## src/nfp_defines.svh

```systemverilog
`ifndef NFP_DEFINES_SVH
`define NFP_DEFINES_SVH

// ==========================================
// Register offsets (byte addresses)
`define NFP_OFF_CSR 8'h00
`define NFP_OFF_ECC 8'h04
`define NFP_OFF_PAR 8'h08
`define NFP_OFF_FLAGS 8'h0C
`define NFP_OFF_INTE 8'h10
`define NFP_OFF_REP0 8'h14
`define NFP_OFF_REP1 8'h18
`define NFP_OFF_REP2 8'h1C
`define NFP_OFF_REP3 8'h20
`define NFP_OFF_TIMING 8'h24

// ==========================================
// Field positions
`define NFP_CSR_EN 0
`define NFP_CSR_HOLD 1
`define NFP_CSR_READY 2
`define NFP_ECC_EN 0
`define NFP_ECC_RST 1
`define NFP_ECC_RS 2
`define NFP_ECC_ENC 3
`define NFP_ECC_W16 4
`define NFP_ECC_B256 5
`define NFP_FLAG_PAD 4
`define NFP_FLAG_DEC 3
`define NFP_FLAG_ENC 2
`define NFP_FLAG_UNCORRECTABLE_FLAG 1
`define NFP_FLAG_ERR 0
`define NFP_ERROR_COUNT_FIELD_LSB 29
`define NFP_POS_LSB 16
`define NFP_PAT_LSB 0
`define NFP_TIM_SETUP_LSB 0
`define NFP_TIM_STROBE_LSB 4
`define NFP_TIM_HOLD_LSB 8

// ==========================================
// Reset values
`define NFP_TIMING_RST 12'hFFF
`define NFP_INTE_RST 5'h00

`endif

```

## src/nfp_pkg.sv

```systemverilog
package nfp_pkg;

    // ==========================================
    // Enumerations
    typedef enum logic [3:0] {
        NFP_IDLE = 4'h1,
        NFP_SETUP = 4'h2,
        NFP_STROBE = 4'h4,
        NFP_HOLD = 4'h8
    } nfp_fsm_t;

    typedef enum logic [1:0] {
        NFP_SP_DATA = 2'h0,
        NFP_SP_CMD = 2'h1,
        NFP_SP_ADDR = 2'h2
    } nfp_space_t;

    // ==========================================
    // Carriers
    typedef struct packed {
        logic valid;
        logic write;
        nfp_space_t space;
        logic [15:0] wdata;
    } nfp_acc_req_t;

    typedef struct packed {
        logic cs_n;
        logic re_n;
        logic we_n;
        logic ale;
        logic cle;
        logic [15:0] dq_o;
        logic dq_oe;
    } nfp_pins_t;

    typedef struct packed {
        logic pad;
        logic dec;
        logic enc;
        logic uncorrectable_flag;
        logic err;
        logic cnt_we;
        logic [2:0] cnt;
    } nfp_rs_evt_t;

    typedef struct packed {
        logic we;
        logic [1:0] sel;
        logic [8:0] pos;
        logic [8:0] pat;
    } nfp_rs_rep_t;

    typedef struct packed {
        nfp_fsm_t fsm;
        logic [3:0] cnt;
        logic acc_wr;
        nfp_pins_t pin;
        logic [15:0] rdata;
        logic done;
        logic en;
        logic hold;
        logic ecc_en;
        logic rs_sel;
        logic enc_sel;
        logic w16;
        logic b256;
        logic [11:0] timing;
        logic [4:0] flags;
        logic [2:0] error_count_field;
        logic [4:0] inte;
        logic [3:0][8:0] pos;
        logic [3:0][8:0] pat;
        logic [8:0] lt;
        logic [8:0] lc;
        logic [3:0] ct;
        logic [3:0] cc;
        logic [8:0] idx;
        logic [31:0] bus_rdata;
        logic irq;
        logic strap_done;
        logic boot;
    } nfp_state_t;

endpackage

```

## src/nfp_top.sv

```systemverilog
// The register offsets and the plain strobed port were decided locally.
`timescale 1ns/1ps
`default_nettype none
`include "nfp_defines.svh"

module nfp_top
    import nfp_pkg::*;
(
    input wire logic mclk,
    input wire logic nrst,
    input wire logic [7:0] reg_addr,
    input wire logic [31:0] reg_wdata,
    input wire logic reg_wr,
    input wire logic reg_rd,
    output logic [31:0] reg_rdata,
    input wire nfp_acc_req_t acc_req,
    output logic acc_ready,
    output logic acc_done,
    output logic [15:0] acc_rdata,
    output nfp_pins_t flash_pins,
    input wire logic [15:0] flash_dq_i,
    input wire logic flash_ready_busy_n,
    input wire nfp_rs_evt_t rs_evt,
    input wire nfp_rs_rep_t rs_rep,
    output logic ecc_restart,
    output logic rs_select,
    output logic rs_encode,
    output logic nand_irq,
    input wire logic boot_from_nand,
    output logic boot_rom_run
);

    // ==========================================
    // Helpers
    function automatic logic hit(input logic [7:0] a, input logic [7:0] off);
        return a == off;
    endfunction

    function automatic logic [15:0] colmask(input int j);
        logic [15:0] m;
        m = 16'h0000;
        for (int b = 0; b < 16; b++) begin
            m[b] = b[j];
        end
        return m;
    endfunction

    // True bit sits above its complement in each pair
    function automatic logic [7:0] pair4(input logic [3:0] t, input logic [3:0] c);
        logic [7:0] p;
        p = 8'h00;
        for (int k = 0; k < 4; k++) begin
            p[2 * k + 1] = t[k];
            p[2 * k] = c[k];
        end
        return p;
    endfunction

    // Report word: reserved gaps read as zero
    function automatic logic [31:0] rep_word(input logic [8:0] pos, input logic [8:0] pat);
        logic [31:0] w;
        w = 32'h0000_0000;
        w[`NFP_POS_LSB +: 9] = pos;
        w[`NFP_PAT_LSB +: 9] = pat;
        return w;
    endfunction

    // Codec done enable covers both encode and decode
    function automatic logic [4:0] irq_hits(input logic [4:0] f, input logic [4:0] e);
        logic [4:0] h;
        h[4] = f[`NFP_FLAG_PAD] && e[4];
        h[3] = f[`NFP_FLAG_DEC] && e[3];
        h[2] = (f[`NFP_FLAG_ENC] || f[`NFP_FLAG_DEC]) && e[2];
        h[1] = f[`NFP_FLAG_UNCORRECTABLE_FLAG] && e[1];
        h[0] = f[`NFP_FLAG_ERR] && e[0];
        return h;
    endfunction

    // ==========================================
    // State
    nfp_state_t s;
    nfp_state_t next_s;

    logic wr_csr;
    logic wr_ecc;
    logic wr_flags;
    logic wr_inte;
    logic wr_tim;
    logic ecc_reset;
    logic xfer;
    logic [15:0] word;
    logic [15:0] hw;
    logic rowpar;
    logic [4:0] flag_set;
    logic [4:0] irq_src;
    logic [23:0] parity;
    logic [7:0] par_b2;
    logic seq_idle;

    assign reg_rdata = s.bus_rdata;
    assign acc_done = s.done;
    assign acc_rdata = s.rdata;
    assign flash_pins = s.pin;
    assign nand_irq = s.irq;
    assign boot_rom_run = s.boot;
    assign rs_select = s.rs_sel;
    assign rs_encode = s.enc_sel;
    assign ecc_restart = ecc_reset;

    // Stalls while disabled rather than dropping host traffic
    // Whole one-hot code compared, so a corrupt code never looks idle
    assign seq_idle = s.fsm == NFP_IDLE;
    assign acc_ready = s.en && seq_idle;

    // ==========================================
    // Hamming parity packing
    always_comb begin
        par_b2 = pair4({s.ct[2:0], s.lt[8]}, {s.cc[2:0], s.lc[8]});
        if (s.b256) begin
            par_b2[1:0] = 2'h0;
        end
        // 16-bit parts put all four column pairs in byte 2
        if (s.w16) begin
            par_b2 = pair4(s.ct, s.cc);
        end
        // Byte 0 and 1 follow the word index in both widths
        parity = {par_b2, pair4(s.lt[7:4], s.lc[7:4]), pair4(s.lt[3:0], s.lc[3:0])};
    end

    // ==========================================
    // Next state
    always_comb begin
        next_s = s;
        next_s.done = 1'b0;
        wr_csr = reg_wr && hit(reg_addr, `NFP_OFF_CSR);
        wr_ecc = reg_wr && hit(reg_addr, `NFP_OFF_ECC);
        wr_flags = reg_wr && hit(reg_addr, `NFP_OFF_FLAGS);
        wr_inte = reg_wr && hit(reg_addr, `NFP_OFF_INTE);
        wr_tim = reg_wr && hit(reg_addr, `NFP_OFF_TIMING);
        ecc_reset = wr_ecc && reg_wdata[`NFP_ECC_RST];
        xfer = 1'b0;
        word = s.acc_wr ? s.pin.dq_o : flash_dq_i;
        // Upper lane is left out of parity in 8-bit mode
        hw = s.w16 ? word : {8'h00, word[7:0]};
        rowpar = ^hw;

        // ==========================================
        // Control registers
        if (wr_csr) begin
            next_s.en = reg_wdata[`NFP_CSR_EN];
            next_s.hold = reg_wdata[`NFP_CSR_HOLD];
        end
        if (wr_ecc) begin
            next_s.ecc_en = reg_wdata[`NFP_ECC_EN];
            next_s.rs_sel = reg_wdata[`NFP_ECC_RS];
            next_s.enc_sel = reg_wdata[`NFP_ECC_ENC];
            next_s.w16 = reg_wdata[`NFP_ECC_W16];
            next_s.b256 = reg_wdata[`NFP_ECC_B256];
        end
        if (wr_inte) begin
            next_s.inte = reg_wdata[4:0];
        end
        // A count of N gives N+1 cycles in each phase
        if (wr_tim) begin
            next_s.timing = reg_wdata[11:0];
        end

        // Event flags: write 0 clears, a new event wins
        flag_set = {rs_evt.pad, rs_evt.dec, rs_evt.enc, rs_evt.uncorrectable_flag, rs_evt.err};
        if (wr_flags) begin
            next_s.flags = s.flags & reg_wdata[4:0];
        end
        next_s.flags = next_s.flags | flag_set;
        if (ecc_reset) begin
            next_s.error_count_field = 3'h0;
        end
        // A count load beats an ecc reset in the same cycle
        if (rs_evt.cnt_we) begin
            next_s.error_count_field = rs_evt.cnt;
        end

        // ==========================================
        // Error reports
        if (ecc_reset) begin
            next_s.pos = '0;
            next_s.pat = '0;
        end
        // A report write beats an ecc reset in the same cycle
        if (rs_rep.we) begin
            next_s.pos[rs_rep.sel] = rs_rep.pos;
            next_s.pat[rs_rep.sel] = rs_rep.pat;
        end

        // ==========================================
        // Flash cycle sequencer
        case (s.fsm)
            NFP_IDLE: begin
                // Pin controls latch once and stand until hold ends
                if (acc_ready && acc_req.valid) begin
                    next_s.fsm = NFP_SETUP;
                    next_s.cnt = s.timing[`NFP_TIM_SETUP_LSB +: 4];
                    next_s.acc_wr = acc_req.write;
                    next_s.pin.ale = acc_req.space == NFP_SP_ADDR;
                    next_s.pin.cle = acc_req.space == NFP_SP_CMD;
                    next_s.pin.dq_o = acc_req.wdata;
                    next_s.pin.dq_oe = acc_req.write;
                end
            end
            NFP_SETUP: begin
                if (s.cnt == 4'h0) begin
                    next_s.fsm = NFP_STROBE;
                    next_s.cnt = s.timing[`NFP_TIM_STROBE_LSB +: 4];
                    next_s.pin.we_n = ~s.acc_wr;
                    next_s.pin.re_n = s.acc_wr;
                end else begin
                    next_s.cnt = s.cnt - 4'h1;
                end
            end
            NFP_STROBE: begin
                if (s.cnt == 4'h0) begin
                    next_s.fsm = NFP_HOLD;
                    next_s.cnt = s.timing[`NFP_TIM_HOLD_LSB +: 4];
                    next_s.pin.we_n = 1'b1;
                    next_s.pin.re_n = 1'b1;
                    // Sampled on the last strobe cycle, before the strobe rises
                    if (!s.acc_wr) begin
                        next_s.rdata = flash_dq_i;
                    end
                    // Counted once per word, while read data is still valid
                    xfer = !s.pin.ale && !s.pin.cle;
                end else begin
                    next_s.cnt = s.cnt - 4'h1;
                end
            end
            NFP_HOLD: begin
                if (s.cnt == 4'h0) begin
                    next_s.fsm = NFP_IDLE;
                    next_s.pin.ale = 1'b0;
                    next_s.pin.cle = 1'b0;
                    next_s.pin.dq_oe = 1'b0;
                    // Done pulses one cycle as the sequencer returns to idle
                    next_s.done = 1'b1;
                end else begin
                    next_s.cnt = s.cnt - 4'h1;
                end
            end
            default: begin
                // A corrupt state code recovers to idle
                next_s.fsm = NFP_IDLE;
            end
        endcase

        // ==========================================
        // Hamming accumulator
        if (ecc_reset) begin
            next_s.lt = 9'h000;
            next_s.lc = 9'h000;
            next_s.ct = 4'h0;
            next_s.cc = 4'h0;
            next_s.idx = 9'h000;
        end else if (xfer && s.ecc_en && !s.rs_sel) begin
            for (int i = 0; i < 9; i++) begin
                if (s.idx[i]) begin
                    next_s.lt[i] = s.lt[i] ^ rowpar;
                end else begin
                    next_s.lc[i] = s.lc[i] ^ rowpar;
                end
            end
            for (int j = 0; j < 4; j++) begin
                next_s.ct[j] = s.ct[j] ^ (^(hw & colmask(j)));
                next_s.cc[j] = s.cc[j] ^ (^(hw & ~colmask(j)));
            end
            next_s.idx = s.idx + 9'h001;
        end

        // Chip select from hold bit while enabled, or an access in flight
        next_s.pin.cs_n = ~((next_s.en && next_s.hold) || (next_s.fsm != NFP_IDLE));

        // Request follows the enabled flags of the next cycle
        irq_src = irq_hits(next_s.flags, next_s.inte);
        next_s.irq = |irq_src;

        // ==========================================
        // Register read port
        next_s.bus_rdata = 32'h0000_0000;
        if (reg_rd) begin
            case (reg_addr)
                // Ready comes live from the pin, not from a register
                `NFP_OFF_CSR: begin
                    next_s.bus_rdata = {29'h0, flash_ready_busy_n, s.hold, s.en};
                end
                // Reset bit is a pulse and always reads back zero
                `NFP_OFF_ECC: begin
                    next_s.bus_rdata = {26'h0, s.b256, s.w16, s.enc_sel, s.rs_sel, 1'b0, s.ecc_en};
                end
                `NFP_OFF_PAR: begin
                    next_s.bus_rdata = {8'h00, parity};
                end
                `NFP_OFF_FLAGS: begin
                    next_s.bus_rdata = {s.error_count_field, 24'h0, s.flags};
                end
                `NFP_OFF_INTE: begin
                    next_s.bus_rdata = {27'h0, s.inte};
                end
                `NFP_OFF_REP0: begin
                    next_s.bus_rdata = rep_word(s.pos[0], s.pat[0]);
                end
                `NFP_OFF_REP1: begin
                    next_s.bus_rdata = rep_word(s.pos[1], s.pat[1]);
                end
                `NFP_OFF_REP2: begin
                    next_s.bus_rdata = rep_word(s.pos[2], s.pat[2]);
                end
                `NFP_OFF_REP3: begin
                    next_s.bus_rdata = rep_word(s.pos[3], s.pat[3]);
                end
                `NFP_OFF_TIMING: begin
                    next_s.bus_rdata = {20'h0, s.timing};
                end
                default: begin
                    next_s.bus_rdata = 32'h0000_0000;
                end
            endcase
        end

        // Strap is sampled once, on the first edge after release
        next_s.strap_done = 1'b1;
        if (!s.strap_done) begin
            next_s.boot = boot_from_nand;
        end
    end

    // ==========================================
    // Registers
    always_ff @(posedge mclk or negedge nrst) begin
        if (!nrst) begin
            s <= '0;
            // Strobes and select rest high while in reset
            s.fsm <= NFP_IDLE;
            s.pin.cs_n <= 1'b1;
            s.pin.re_n <= 1'b1;
            s.pin.we_n <= 1'b1;
            s.timing <= `NFP_TIMING_RST;
            s.inte <= `NFP_INTE_RST;
        end else begin
            s <= next_s;
        end
    end

endmodule
`default_nettype wire

```

## config.mk

```make
export PLATFORM = sky130hd
export DESIGN_NAME = nfp_top
export DESIGN_NICKNAME = d
export VERILOG_FILES = /design/src/nfp_pkg.sv /design/src/nfp_top.sv
export VERILOG_INCLUDE_DIRS = /design/src /design/src/src
export SDC_FILE = /design/constraint.sdc
export NUM_CORES = 1
export LEC_CHECK = 0
export ABC_AREA = 1
export BUFFER_PORTS_ARGS = -buffer_cell sky130_fd_sc_hd__buf_2
export CAP_MARGIN = 30
export CORE_ASPECT_RATIO = 1.4
export CORE_MARGIN = 5
export CORE_UTILIZATION = 52
export CTS_BUF_LIST = sky130_fd_sc_hd__clkbuf_16
export DETAILED_ROUTE_END_ITERATION = 16
export PLACE_DENSITY = 0.78
export SYNTH_ARGS = -nofsm -noshare
export SYNTH_HDL_FRONTEND = slang
export SYNTH_SLANG_ARGS = --single-unit
```

## constraint.sdc

```tcl
create_clock -name mclk -period 1.95 [get_ports mclk]
set_clock_uncertainty 0.05 [all_clocks]
set_input_delay 0.2925 -clock mclk [delete_from_list [all_inputs] [get_ports mclk]]
set_output_delay 0.2925 -clock mclk [all_outputs]
set_load 0.02 [all_outputs]
```

======== Yosys cells after proc, flatten, opt, wreduce, memory -nomap -nowiden ========
Cells that the tools add are included.
operators by class
  order comparisons ....................... 2
  multiplexer cells ....................... 58
  bitwise gates (word level) .............. 30
  reduce and logical (&&, ||, !) cells .... 72
  equality and inequality tests ........... 30
  add/sub/neg operators ................... 2
operators by type and width
  operator                                              number
  one-hot mux 32 bit (10 select lines)                  1
  2-to-1 mux 72 bit                                     2
  parity 16 bit                                         9
  bitwise mux 36 bit                                    2
  2-to-1 mux 35 bit                                     2
  AND reduction 2 bit                                   19
  equality test 8 x 5 -> 1 bit (second input constant)  4
  2-to-1 mux 16 bit                                     2
  2-to-1 mux 32 bit                                     1
  one-hot mux 4 bit (4 select lines)                    2
  inequality test 2 bit (second input constant)         13
  nonzero test 2 bit                                    13
  bitwise XOR 1 bit                                     26
  2-to-1 mux 4 bit                                      6
  2-to-1 mux 1 bit                                      23
  2-to-1 mux 19 bit                                     1
  demux 9 bit (select 2 bit)                            1
  logical AND 1 bit                                     18
  2-to-1 mux 9 bit                                      2
  equality test 8 x 4 -> 1 bit (second input constant)  2
  equality test 8 x 6 -> 1 bit (second input constant)  2
  AND reduction 3 bit                                   4
  2-to-1 mux 2 bit                                      5
  2-to-1 mux 5 bit                                      2
  other kinds (26)                                      32
storage, ports and cells
  flip-flop bits (word level) ............. 222
  output and inout bits ................... 77
  input port bits ......................... 112
  logic and storage cells ................. 250

======== Depth between registers and ports, before layout ========
Gate-level depths: netlist (run 1).
  word-level depth ........................ 8
  mapped depth ............................ 18
  depth with buffers taken out ............ 15

======== Worst setup path before layout (run 1) ========
Ideal clock, no wire load.
  path type ............................... reg-to-reg
  start point ............................. register s[218] (netlist bit)
  end point ............................... register s[217] (netlist bit)
  setup time .............................. 82 ps
  arrival time ............................ 1942 ps
  path buffers ............................ 2
  period minus slack after synthesis ...... 2074 ps
  setup slack ............................. -124 ps
  stages on the path, launching flop included .. 11
  required time ........................... 1818 ps
  path through ............................ dfstp_2 inv_1 nor3_1 inv_1 nor2_1 nand2_1 buf_2 inv_1 buf_2 nand2_1 a31oi_1
on the way
  longest elaborated chain between the ends .. 5
  elaborated cells on any way between the ends .. 11
  classes of those cells .................. eq/ne: 6; mux: 1; reduce/logical: 4
ends and longest elaborated chain
  item                                      line            RTL
  from (decl)                               nfp_top.sv:81   nfp_state_t s;
  from (signal assigned)                    nfp_top.sv:346  s <= next_s;
  equality test 4 x 1 -> 1 bit              nfp_top.sv:112  assign seq_idle = s.fsm == NFP_IDLE;
  logical AND 1 bit                         nfp_top.sv:113  assign acc_ready = s.en && seq_idle;
  via acc_ready                             nfp_top.sv:17   output logic acc_ready,
  logical AND 1 bit                         nfp_top.sv:199  if (acc_ready && acc_req.valid) begin
  inequality test 2 x 1 -> 1 bit (no line)  --
  AND reduction 3 bit (no line)             --
The timed path passes the listed nets, and every way through them passes these cells.
A chain may end at the register's enable or synchronous reset.

======== Final worst setup path (run 1) ========
  start point ............................. register s[213] (netlist bit)
  end point ............................... register s, in the netlist parity[3]
on the way
  longest elaborated chain between the ends .. 7
ends and longest elaborated chain
  item               line            RTL
  2-to-1 mux 16 bit  nfp_top.sv:142  word = s.acc_wr ? s.pin.dq_o : flash_dq_i;
  2-to-1 mux 16 bit  nfp_top.sv:144  hw = s.w16 ? word : {8'h00, word[7:0]};
  parity 16 bit      nfp_top.sv:145  rowpar = ^hw;
  bitwise XOR 1 bit  nfp_top.sv:264  next_s.lt[i] = s.lt[i] ^ rowpar;
  2-to-1 mux 1 bit   nfp_top.sv:263  if (s.idx[i]) begin
  2-to-1 mux 35 bit  nfp_top.sv:261  end else if (xfer && s.ecc_en && !s.rs_sel) begin
  2-to-1 mux 35 bit  nfp_top.sv:255  if (ecc_reset) begin
No other way between the ends. The select of a mux whose other input is x is not followed.

==> impl_metrics.env, run 1 <==
export IMPL_die_height_um=187
export IMPL_critical_path_buf_inv_count=2
export IMPL_cts_tree="done"
export IMPL_path_delay_family="simple AND/OR/NAND/NOR gates"
export IMPL_dp_hpwl_mm=21.8
export IMPL_critPathMaxStageDelay_ns=0.43
export IMPL_cp_start_kind="flop"
export IMPL_synth_compound_area_share_pct=11.6
export IMPL_holdCritPathClass="in2reg"
export IMPL_wl_per_cell_um=17.8
export IMPL_clockBufferDepth=3
export IMPL_synthMuxAreaShare_pct=0.777
export IMPL_p_int_mw=9.86
export IMPL_clk_pin_slew_ns=0.07
export IMPL_synth_area_um2=11600
export IMPL_p_per_area_nw_per_um2=1020
export IMPL_synth_edf_count=0
export IMPL_fp_dieArea_um2=25400
export IMPL_worst_path_max_delay_cell="dfrtp_2"
export IMPL_drtIter0Drc=703
export IMPL_finalSetupTns_ns=-5.49
export IMPL_comb_power_share_pct=36.5
export IMPL_synth_cells=1458
export IMPL_place_gp_congestion=0.937
export IMPL_io_buffers=164
export IMPL_avgSynthCellArea_um2=7.95
export IMPL_place_area_um2=12900
export IMPL_synth_seq_area_share_pct=47.2
export IMPL_synth_top_flop_cell="dfrtp_1"
export IMPL_dr_pass1_iters=5
export IMPL_synth_top_family_by_area="simple AND/OR/NAND/NOR gates"
export IMPL_p_sw_mw=5.58
export IMPL_critPathKind="reg2reg"
export IMPL_grt_pass1_vias=10507
export IMPL_stdcell_area_um2=15200
export IMPL_syn_to_final_growth_pct=31.0
export IMPL_synth_xor_area_share_pct=0.831
export IMPL_fmax_mhz=449
export IMPL_required_ns=2.30
export IMPL_drive_gt1_share_pct=32.3
export IMPL_initial_core_util_pct=52.8
export IMPL_cp_cell_sequence="buf_8 -> clkbuf_16 -> o21ai_4 -> nand2_1 -> nand2_2 -> nand2_2 -> nand2_4 -> nand2_2 -> nand2_4 -> nand3_4 -> nand2_4 -> nand3_1 -> nand2_1 -> nor2_1"
export IMPL_synth_simple_gate_area_share_pct=26.4
export IMPL_synthAdderAreaFrac_pct=0.324
export IMPL_row_count=64
export IMPL_antenna_found_initial=0
export IMPL_gr_usage_all_layers_pct=24.7
export IMPL_setup_ws_ns=-0.279
export IMPL_whs_ns=-0.00630
export IMPL_worst_path_max_fanout=5
export IMPL_root_buffer="clkbuf_16"
export IMPL_design_core_area_um2=21900
export IMPL_violations="hold timing, setup timing"
export IMPL_status="complete, but fails checks"
export IMPL_vias=11025
export IMPL_drv_cap=0
export IMPL_cts_sinks=218
export IMPL_synth_seq_cells=218
export IMPL_p_seq_share_pct=36.2
export IMPL_p_leak_nw=7.85
export IMPL_finalNonFillerCells=2005
export IMPL_ant_nets=0
export IMPL_fin_crit_ns=2.23
export IMPL_fill_cells=1608
export IMPL_pin_count=189
export IMPL_grt_pass1_wl_mm=51.4
export IMPL_overflow=0
export IMPL_cts_buffers=22
export IMPL_hold_viol=1
export IMPL_drc_errors=0
export IMPL_power_share_switching_pct=36.2
export IMPL_grt_max_degree=51
export IMPL_synth_cell_types=52
export IMPL_cp_end_kind="flop"
export IMPL_via_per_inst=5.50
export IMPL_setup_violations=28
export IMPL_dieWidth_um=136
export IMPL_clkPwrFrac_pct=27.3
export IMPL_yosys_warnings=0
export IMPL_async_reset_ff_share_pct=100
export IMPL_dp_cells=1897
export IMPL_worstPathArrival_ns=2.58
export IMPL_drt_total_wl_mm=35.7
export IMPL_clock_latency_ns=0.52
export IMPL_h_tree_depth=1
export IMPL_vdd_drop_max_mv=0.837
export IMPL_rsz0062_at_grt="yes"
export IMPL_finalNetCount=1810
export IMPL_maxSlewViolCount=0
export IMPL_diodes=0
export IMPL_period_share_pct=114
[path summary, 6_finish.rpt]
kind / slack, ns / start / cells past startpoint / to
worst max-delay path: -0.28 / s[213] / 14 / parity[3]
max in group asynchronous: 0.91 / nrst / 3 / s[161]
worst max register to register: -0.28 / s[213] / 14 / parity[3]
min in group asynchronous: 0.25 / nrst / 2 / s[151]
worst min register to register: 0.43 / flash_pins[0] / 2 / flash_pins[0]
worst min-delay path: -0.006 / acc_req[16] / 4 / flash_pins[18]
[power by group through the flow]
stage               clock network (mW)  logic (mW)  registers [mW]
global route                      4.46        6.02            5.65
CTS                               4.24        4.41            5.54
floorplan                            0        2.98            5.52
finish                            4.21        5.64            5.59
global placement                     0        3.81            5.58
detailed placement                   0        3.90            5.61
[metrics by stage]
| step | util (%) | total power, mW | setup slack, ns |
|---|---|---|---|
| 6_report | 69.2 | 15.4 | -0.279 |
| 5_1_grt | 69.2 | 16.1 | -0.353 |
| 4_1_cts | 65.2 | 14.2 | -0.109 |
| 3_5_place_dp | 58.9 | 9.51 | -0.158 |
| 3_3_place_gp | 58.9 | 9.39 | -0.0979 |
| 2_1_floorplan | - | 8.50 | 0.0420 |
[worst reg2reg max path, cell delays in order, from the launching register on]
cell and delay [ns]:
dfrtp_2 0.43, buf_8 0.16, clkbuf_16 0.18, o21ai_4 0.18, nand2_1 0.11, nand2_2 0.12
nand2_2 0.07, nand2_4 0.07, nand2_2 0.06, nand2_4 0.12, nand3_4 0.20, nand2_4 0.18
nand3_1 0.09, nand2_1 0.06, nor2_1 0.04
[flip-flops by register name, summed over array words and instances (netlist names)]
| register | flops |
|---|---|
| acc_rdata | 16 |
| nand_irq | 1 |
| parity | 16 |
| reg_rdata | 28 |
| s | 131 |
| acc_done | 1 |
| boot_rom_run | 1 |
| rs_select | 1 |
| rs_encode | 1 |
| flash_pins | 22 |
[cell usage after synthesis, types with 6 or more instances]
cell,number,area share (%)
a21oi_1,34,1.5
a221oi_1,10,0.76
a22o_1,6,0.45
a31oi_1,13,0.70
buf_2,14,0.60
buf_4,73,4.7
clkbuf_1,30,0.97
dfrtp_1,202,44
dfstp_2,16,3.6
inv_1,160,5.2
inv_2,6,0.19
mux2_2,8,0.78
nand2_1,366,12
nand2_2,19,1.0
nand2_4,10,0.97
nand3_1,141,6.1
nand3_2,15,1.3
nand4_1,7,0.38
nor2_1,91,2.9
nor3_1,14,0.60
o21ai_0,143,6.2
o21ai_1,11,0.47
xnor2_1,7,0.53
[per-layer routing]
metal	part of all wire, %	track usage (%)
met1	36	29.6
met2	51	44.1
met3	6.8	3.02
met4	5.8	10.2
met5	0	0
[area by class of cell]
| class | count | area [µm²] | share of cell area, % |
|---|---|---|---|
| flip-flops and latches | 218 | 5480 | 36.1 |
| multi-input cells | 949 | 5410 | 35.6 |
| repair buffers | 333 | 2580 | 17.0 |
| inverters | 171 | 654 | 4.31 |
| clock buffers | 23 | 576 | 3.79 |
| well taps | 297 | 372 | 2.45 |
| clock inverters | 14 | 126 | 0.832 |
[what timing repair did]
action,in CTS,in global routing
pin swaps,5,50
endpoints found under the hold margin,76,1
hold buffers,38,1
cloned,3,9
resized for setup,46,159
endpoints found under the setup margin,37,39
setup buffers,4,16
[placed cells by master (no fill, tap or decap), drive strengths merged, types with 3 or more instances in the layout]
master	count
a21oi	34
a221oi	10
a22o	6
a31oi	13
and3	3
buf	287
clkbuf	30
clkinv	11
conb	5
dfrtp	202
dfstp	16
dlygate4sd3	39
ha	3
inv	171
mux2	8
nand2	399
nand3	157
nand4	7
nor2	96
nor3	15
nor4	3
o211ai	4
o21ai	156
o21bai	4
o22ai	3
xnor2	7
xor2	4
[cell families (layout without fill, tap and decap cells)]
| family | after synthesis | count (layout) |
|---|---|---|
| AND/OR/NAND/NOR | 679 | 682 |
| buffers and inverters | 297 | 541 |
| AO/OA/AOI/OAI | 240 | 240 |
| flip-flops | 218 | 218 |
| XOR/XNOR | 11 | 11 |
| multiplexers | 8 | 8 |
| adder cells (fa/ha/maj) | 3 | 3 |
| other | 2 | 5 |
Power figures use the tool's default switching activity.
==> run 2, diff against run 1 <==
--- a/config.mk
+++ b/config.mk
@@ -14,7 +14,7 @@
 export CORE_UTILIZATION = 52
 export CTS_BUF_LIST = sky130_fd_sc_hd__clkbuf_16
 export DETAILED_ROUTE_END_ITERATION = 16
-export PLACE_DENSITY = 0.78
+export PLACE_DENSITY = 0.88
 export SYNTH_ARGS = -nofsm -noshare
 export SYNTH_HDL_FRONTEND = slang
 export SYNTH_SLANG_ARGS = --single-unit
==> impl_metrics.env, run 2 (synthesis gave the netlist of run 1 again) <==
export IMPL_period_share_pct=109
export IMPL_hold_path_end="s[163]"
export IMPL_pin_count=189
export IMPL_dieWidth_um=136
export IMPL_r2r_slack_ns=-0.18
export IMPL_p_int_mw=9.69
export IMPL_p_sw_mw=5.05
export IMPL_clockBufferDepth=3
export IMPL_cp_end_kind="flop"
export IMPL_root_buffer="clkbuf_16"
export IMPL_path_common_cell="nand2_1"
export IMPL_drtIter0Drc=899
export IMPL_comb_power_share_pct=32.1
export IMPL_clock_latency_ns=0.51
export IMPL_final_cell_mix="nand2_1, dfrtp_1, buf_2"
export IMPL_rsz0062_at_grt="yes"
export IMPL_setup_violations=25
export IMPL_top_register="s"
export IMPL_design_core_area_um2=21900
export IMPL_drv_cap=0
export IMPL_final_common_cell="nand2_1"
export IMPL_vias=10960
export IMPL_cts_sinks=218
export IMPL_hold_viol=0
export IMPL_critical_path_buf_inv_count=3
export IMPL_cts_tree="done"
export IMPL_reg2reg_to="parity[6]"
export IMPL_gr_usage_all_layers_pct=25.1
export IMPL_worst_path_max_fanout=20
export IMPL_syn_to_final_growth_pct=25.3
export IMPL_setup_ws_ns=-0.181
export IMPL_via_per_inst=5.55
export IMPL_required_ns=2.31
export IMPL_p_seq_share_pct=37.8
export IMPL_die_height_um=187
export IMPL_fill_cells=1653
export IMPL_grt_max_degree=63
export IMPL_path_delay_family="simple AND/OR/NAND/NOR gates"
export IMPL_holdPathStages=3
export IMPL_wl_per_cell_um=17.2
export IMPL_place_gp_congestion=0.914
export IMPL_antenna_found_initial=0
export IMPL_power_share_switching_pct=34.3
export IMPL_critPathMaxStageDelay_ns=0.48
export IMPL_maxSlewViolCount=0
export IMPL_worstPathArrival_ns=2.49
export IMPL_diodes=0
export IMPL_grt_pass1_vias=10907
export IMPL_total_power_mw=14.7
export IMPL_cp_cell_sequence="clkbuf_16 -> o21ai_2 -> nand2_1 -> nand2_1 -> nand2_1 -> nand2_2 -> nand2_1 -> nand2_4 -> nand3_4 -> clkbuf_16 -> nand3_1 -> nand2_1 -> inv_1 -> nor2_1"
export IMPL_fp_dieArea_um2=25400
export IMPL_cp_start_kind="flop"
export IMPL_vdd_drop_max_mv=0.730
export IMPL_min_from="reg_wdata[8]"
export IMPL_r2r_start="s[213]"
export IMPL_fin_crit_ns=2.13
export IMPL_whs_ns=0.0105
export IMPL_largest_reg_flops=131
export IMPL_clkPwrFrac_pct=30.1
export IMPL_h_tree_depth=1
export IMPL_fmax_mhz=469
export IMPL_worst_path_max_delay_cell="dfrtp_2"
export IMPL_grt_pass1_wl_mm=52.5
export IMPL_critPathKind="reg2reg"
export IMPL_cts_buffers=22
export IMPL_drive_gt1_share_pct=27.4
export IMPL_initial_core_util_pct=52.8
export IMPL_final_util_pct=66.2
export IMPL_dp_hpwl_mm=22.1
export IMPL_reg2reg_depth=14
export IMPL_finalNetCount=1779
export IMPL_ant_nets=0
export IMPL_p_leak_nw=7.60
export IMPL_violations="setup timing"
export IMPL_io_buffers=164
export IMPL_p_per_area_nw_per_um2=1020
export IMPL_holdCritPathClass="in2reg"
export IMPL_drc_errors=0
export IMPL_status="complete, but fails checks"
export IMPL_overflow=0
export IMPL_clk_pin_slew_ns=0.06
export IMPL_drt_total_wl_mm=33.9
export IMPL_row_count=64
export IMPL_dr_pass1_iters=6
-- run 2: power groups by stage --
stage	Combinational [mW]	Sequential, mW	Clock (mW)
4_1_cts	4.14	5.54	4.48
2_1_floorplan	2.98	5.52	0
3_3_place_gp	3.84	5.57	0
5_1_grt	5.12	5.63	4.69
6_report	4.74	5.57	4.44
3_5_place_dp	3.97	5.61	0
-- run 2: worst max-delay path by stage --
stage / start / to / slack, ns / depth (start not counted)
final: s[213] / parity[6] / -0.18 / 14
after global routing: s[213] / parity[6] / -0.29 / 16
after CTS: s[213] / parity[10] / -0.07 / 14
after detailed placement: s[213] / parity[10] / -0.19 / 14
after global placement: s[213] / parity[2] / -0.08 / 14
after floorplan: s[214] / s[42] / 0.04 / 10
-- run 2: per-layer routing --
layer	GRT usage [%]	wire length (µm)	vias up
met3	3.18	2730	129
li1	-	-	5050
met5	0	0	-
met4	10.8	1570	0
met1	29.8	12000	5179
met2	44.8	17700	602
-- run 2: metrics by stage --
stage	TNS [ns]	instances	area, µm²	setup WS (ns)
2_1_floorplan	0	1461	11600	0.0420
3_3_place_gp	-1.57	1892	12900	-0.0836
3_5_place_dp	-3.71	1892	12900	-0.194
4_1_cts	-1.21	1969	14100	-0.0684
5_1_grt	-6.20	1976	14500	-0.291
6_report	-2.90	1976	14500	-0.181
-- run 2: what timing repair did --
action / CTS / global route
hold endpoints to repair: 73 / 0
gates cloned: 0 / 5
gates resized for setup: 21 / 86
pin swaps: 1 / 10
setup endpoints to repair: 32 / 51
setup buffers: 1 / 2
hold buffers: 37 / 0
-- run 2: cell type report --
cell class / count / area (µm²) / area share, %
well taps: 297 / 372 / 2.56
clock buffers: 23 / 576 / 3.96
flip-flops and latches: 218 / 5480 / 37.7
clock inverters: 16 / 178 / 1.22
inverters: 171 / 651 / 4.48
repair buffers: 302 / 2250 / 15.5
multi-input cells: 949 / 5020 / 34.6
-- run 2: worst min-delay path, delay by kind of cell --
| kind | cells | cell delay [ns] |
|---|---|---|
| and+or+nand+nor | 1 | 0.06 |
| buffers and inverters | 1 | 0.08 |
| AOI/OAI and AO/OA | 1 | 0.11 |
==> run 3, diff against run 2 <==
--- a/config.mk
+++ b/config.mk
@@ -11,10 +11,10 @@
 export CAP_MARGIN = 30
 export CORE_ASPECT_RATIO = 1.4
 export CORE_MARGIN = 5
-export CORE_UTILIZATION = 52
+export CORE_UTILIZATION = 55
 export CTS_BUF_LIST = sky130_fd_sc_hd__clkbuf_16
 export DETAILED_ROUTE_END_ITERATION = 16
-export PLACE_DENSITY = 0.88
+export PLACE_DENSITY = 0.89
 export SYNTH_ARGS = -nofsm -noshare
 export SYNTH_HDL_FRONTEND = slang
 export SYNTH_SLANG_ARGS = --single-unit
==> constraint.sdc (replaced) <==
create_clock -name mclk -period 2.2 [get_ports mclk]
set_clock_uncertainty 0.05 [all_clocks]
set_input_delay 0.33 -clock mclk [delete_from_list [all_inputs] [get_ports mclk]]
set_output_delay 0.33 -clock mclk [all_outputs]
set_load 0.02 [all_outputs]
==> impl_metrics.env, run 3 (synthesis gave the netlist of run 1 again) <==
export IMPL_required_ns=2.56
export IMPL_grt_pass1_vias=10343
export IMPL_via_per_inst=5.78
export IMPL_period_share_pct=104
export IMPL_critPathMaxStageDelay_ns=0.50
export IMPL_relSlewSlack_pct=65.6
export IMPL_seq_area_um2=5480
export IMPL_drive_gt1_share_pct=26.9
export IMPL_clk_pin_slew_ns=0.07
export IMPL_path_common_cell="nand2_1"
export IMPL_dr_pass1_iters=6
export IMPL_holdCritPathClass="in2reg"
export IMPL_clockBufferDepth=3
export IMPL_vias=10834
export IMPL_maxSlewViolCount=0
export IMPL_setup_ws_ns=-0.0811
export IMPL_vdd_drop_max_mv=0.688
export IMPL_worst_path_max_fanout=7
export IMPL_dp_slack_ns=-0.0534
export IMPL_root_buffer="clkbuf_16"
export IMPL_p_leak_nw=7.36
export IMPL_violations="hold timing, setup timing"
export IMPL_whs_ns=-0.00327
export IMPL_dieWidth_um=133
export IMPL_rsz0062_at_grt="yes"
export IMPL_cp_cell_sequence="clkinv_4 -> buf_6 -> nand2_1 -> nand3_2 -> nand2_1 -> nand2_2 -> nand2_2 -> nand2_4 -> nand2_1 -> nand3_4 -> nand2_4 -> nand3_1 -> nand2_1 -> nor2_1"
export IMPL_cts_sinks=218
export IMPL_final_common_cell="nand2_1"
export IMPL_place_gp_congestion=0.947
export IMPL_row_count=62
export IMPL_drt_total_wl_mm=33.4
export IMPL_setup_violations=15
export IMPL_final_cell_mix="nand2_1, dfrtp_1, inv_1"
export IMPL_p_per_area_nw_per_um2=947
export IMPL_ant_nets=0
export IMPL_syn_to_final_growth_pct=20.9
export IMPL_antenna_found_initial=0
export IMPL_largest_reg_flops=131
export IMPL_worstPathArrival_ns=2.64
export IMPL_pin_count=189
export IMPL_gr_usage_all_layers_pct=25.0
export IMPL_wl_per_cell_um=17.8
export IMPL_die_height_um=182
export IMPL_drv_cap=0
export IMPL_cts_tree="done"
export IMPL_dp_hpwl_mm=21.3
export IMPL_drc_errors=0
export IMPL_h_tree_depth=1
export IMPL_hold_viol=1
export IMPL_critPathKind="reg2reg"
export IMPL_fp_dieArea_um2=24100
export IMPL_finalNetCount=1720
export IMPL_fin_crit_ns=2.28
export IMPL_grt_pass1_wl_mm=50.0
export IMPL_fmax_mhz=438
export IMPL_io_buffers=164
export IMPL_cts_buffers=22
export IMPL_drtIter0Drc=930
export IMPL_design_core_area_um2=20600
export IMPL_reg2reg_depth=14
export IMPL_tightest_slew_ns=0.517
export IMPL_top_register="s"
export IMPL_fill_cells=1522
export IMPL_cp_start_kind="flop"
export IMPL_worst_path_max_delay_cell="dfrtp_2"
export IMPL_grt_max_degree=103
export IMPL_cp_end_kind="flop"
export IMPL_overflow=0
export IMPL_total_power_mw=13.3
export IMPL_status="complete, but fails checks"
export IMPL_initial_core_util_pct=56.2
export IMPL_multi_input_area_um2=5080
export IMPL_clock_latency_ns=0.51
export IMPL_diodes=0
export IMPL_holdPathStages=3
## run 3: changes by cell type in the layout (fill, tap and decap cells not counted), moves of 14 or more
cell	delta
nand2_1	-34
buf_4	-33
nand2_2	+21
dlygate4sd3_1	-18
nand2_4	+14
## run 3: final cells by class
class                           count  share of cell area [%]
Multi-Input combinational cell    949                    36.2
Clock inverter                     16                    1.61
Timing Repair Buffer              243                    12.1
Clock buffer                       23                    4.11
Tap cell                          256                    2.29
Inverter                          171                    4.62
Sequential cell                   218                    39.1
## run 3: where the power goes
part | internal (mW) | leakage (nW) | switching, mW | total (mW)
registers | 4.57 | 2.57 | 0.365 | 4.94
clock network | 2.59 | 0.401 | 1.58 | 4.17
logic | 1.55 | 4.39 | 2.62 | 4.16
total | 8.71 | 7.36 | 4.56 | 13.3
## run 3: worst paths after layout
path,slack (ns),start,to
worst max-delay path,-0.08,s[213],parity[5]
worst min-delay path,-0.003,acc_req[15],flash_pins[16]
worst max register to register,-0.08,s[213],parity[5]
worst min register to register,0.44,acc_rdata[4],acc_rdata[4]
max in group asynchronous,1.00,nrst,flash_pins[20]
min in group asynchronous,0.30,nrst,s[1]
## run 3: metal layers
metal	up-vias	wire length, µm	global-route usage (%)
met4	0	1880	11.4
met5	-	0	0
li1	4927	-	-
met2	608	17100	44.9
met3	161	2660	4.26
met1	5138	11800	29.0
## run 3: timing repair
item,4_1_cts,5_1_grt
cloned,0,8
setup buffers,0,8
hold buffers,19,0
pin swaps,0,23
setup endpoints to repair,7,41
resized for setup,1,119
endpoints found under the hold margin,74,0
## run 3: critical path, delay by kind of cell, from the launching register on
kind,cells,cell delay [ns]
buffers and inverters,2,0.35
and+or+nand+nor,12,1.28
DFF,1,0.50
## run 3: stage by stage
stage          hold WS, ns  setup TNS, ns  util (%)  instances  cell area (µm²)
6_report          -0.00327         -0.345      67.9       1876            14000
5_1_grt            0.00798          -2.29      67.9       1876            14000
4_1_cts           0.000142              0      64.9       1860            13400
3_5_place_dp         0.289         -0.142      60.1       1802            12400
3_3_place_gp         0.284              0      60.1       1802            12400
2_1_floorplan      -0.0156              0         -       1461            11600
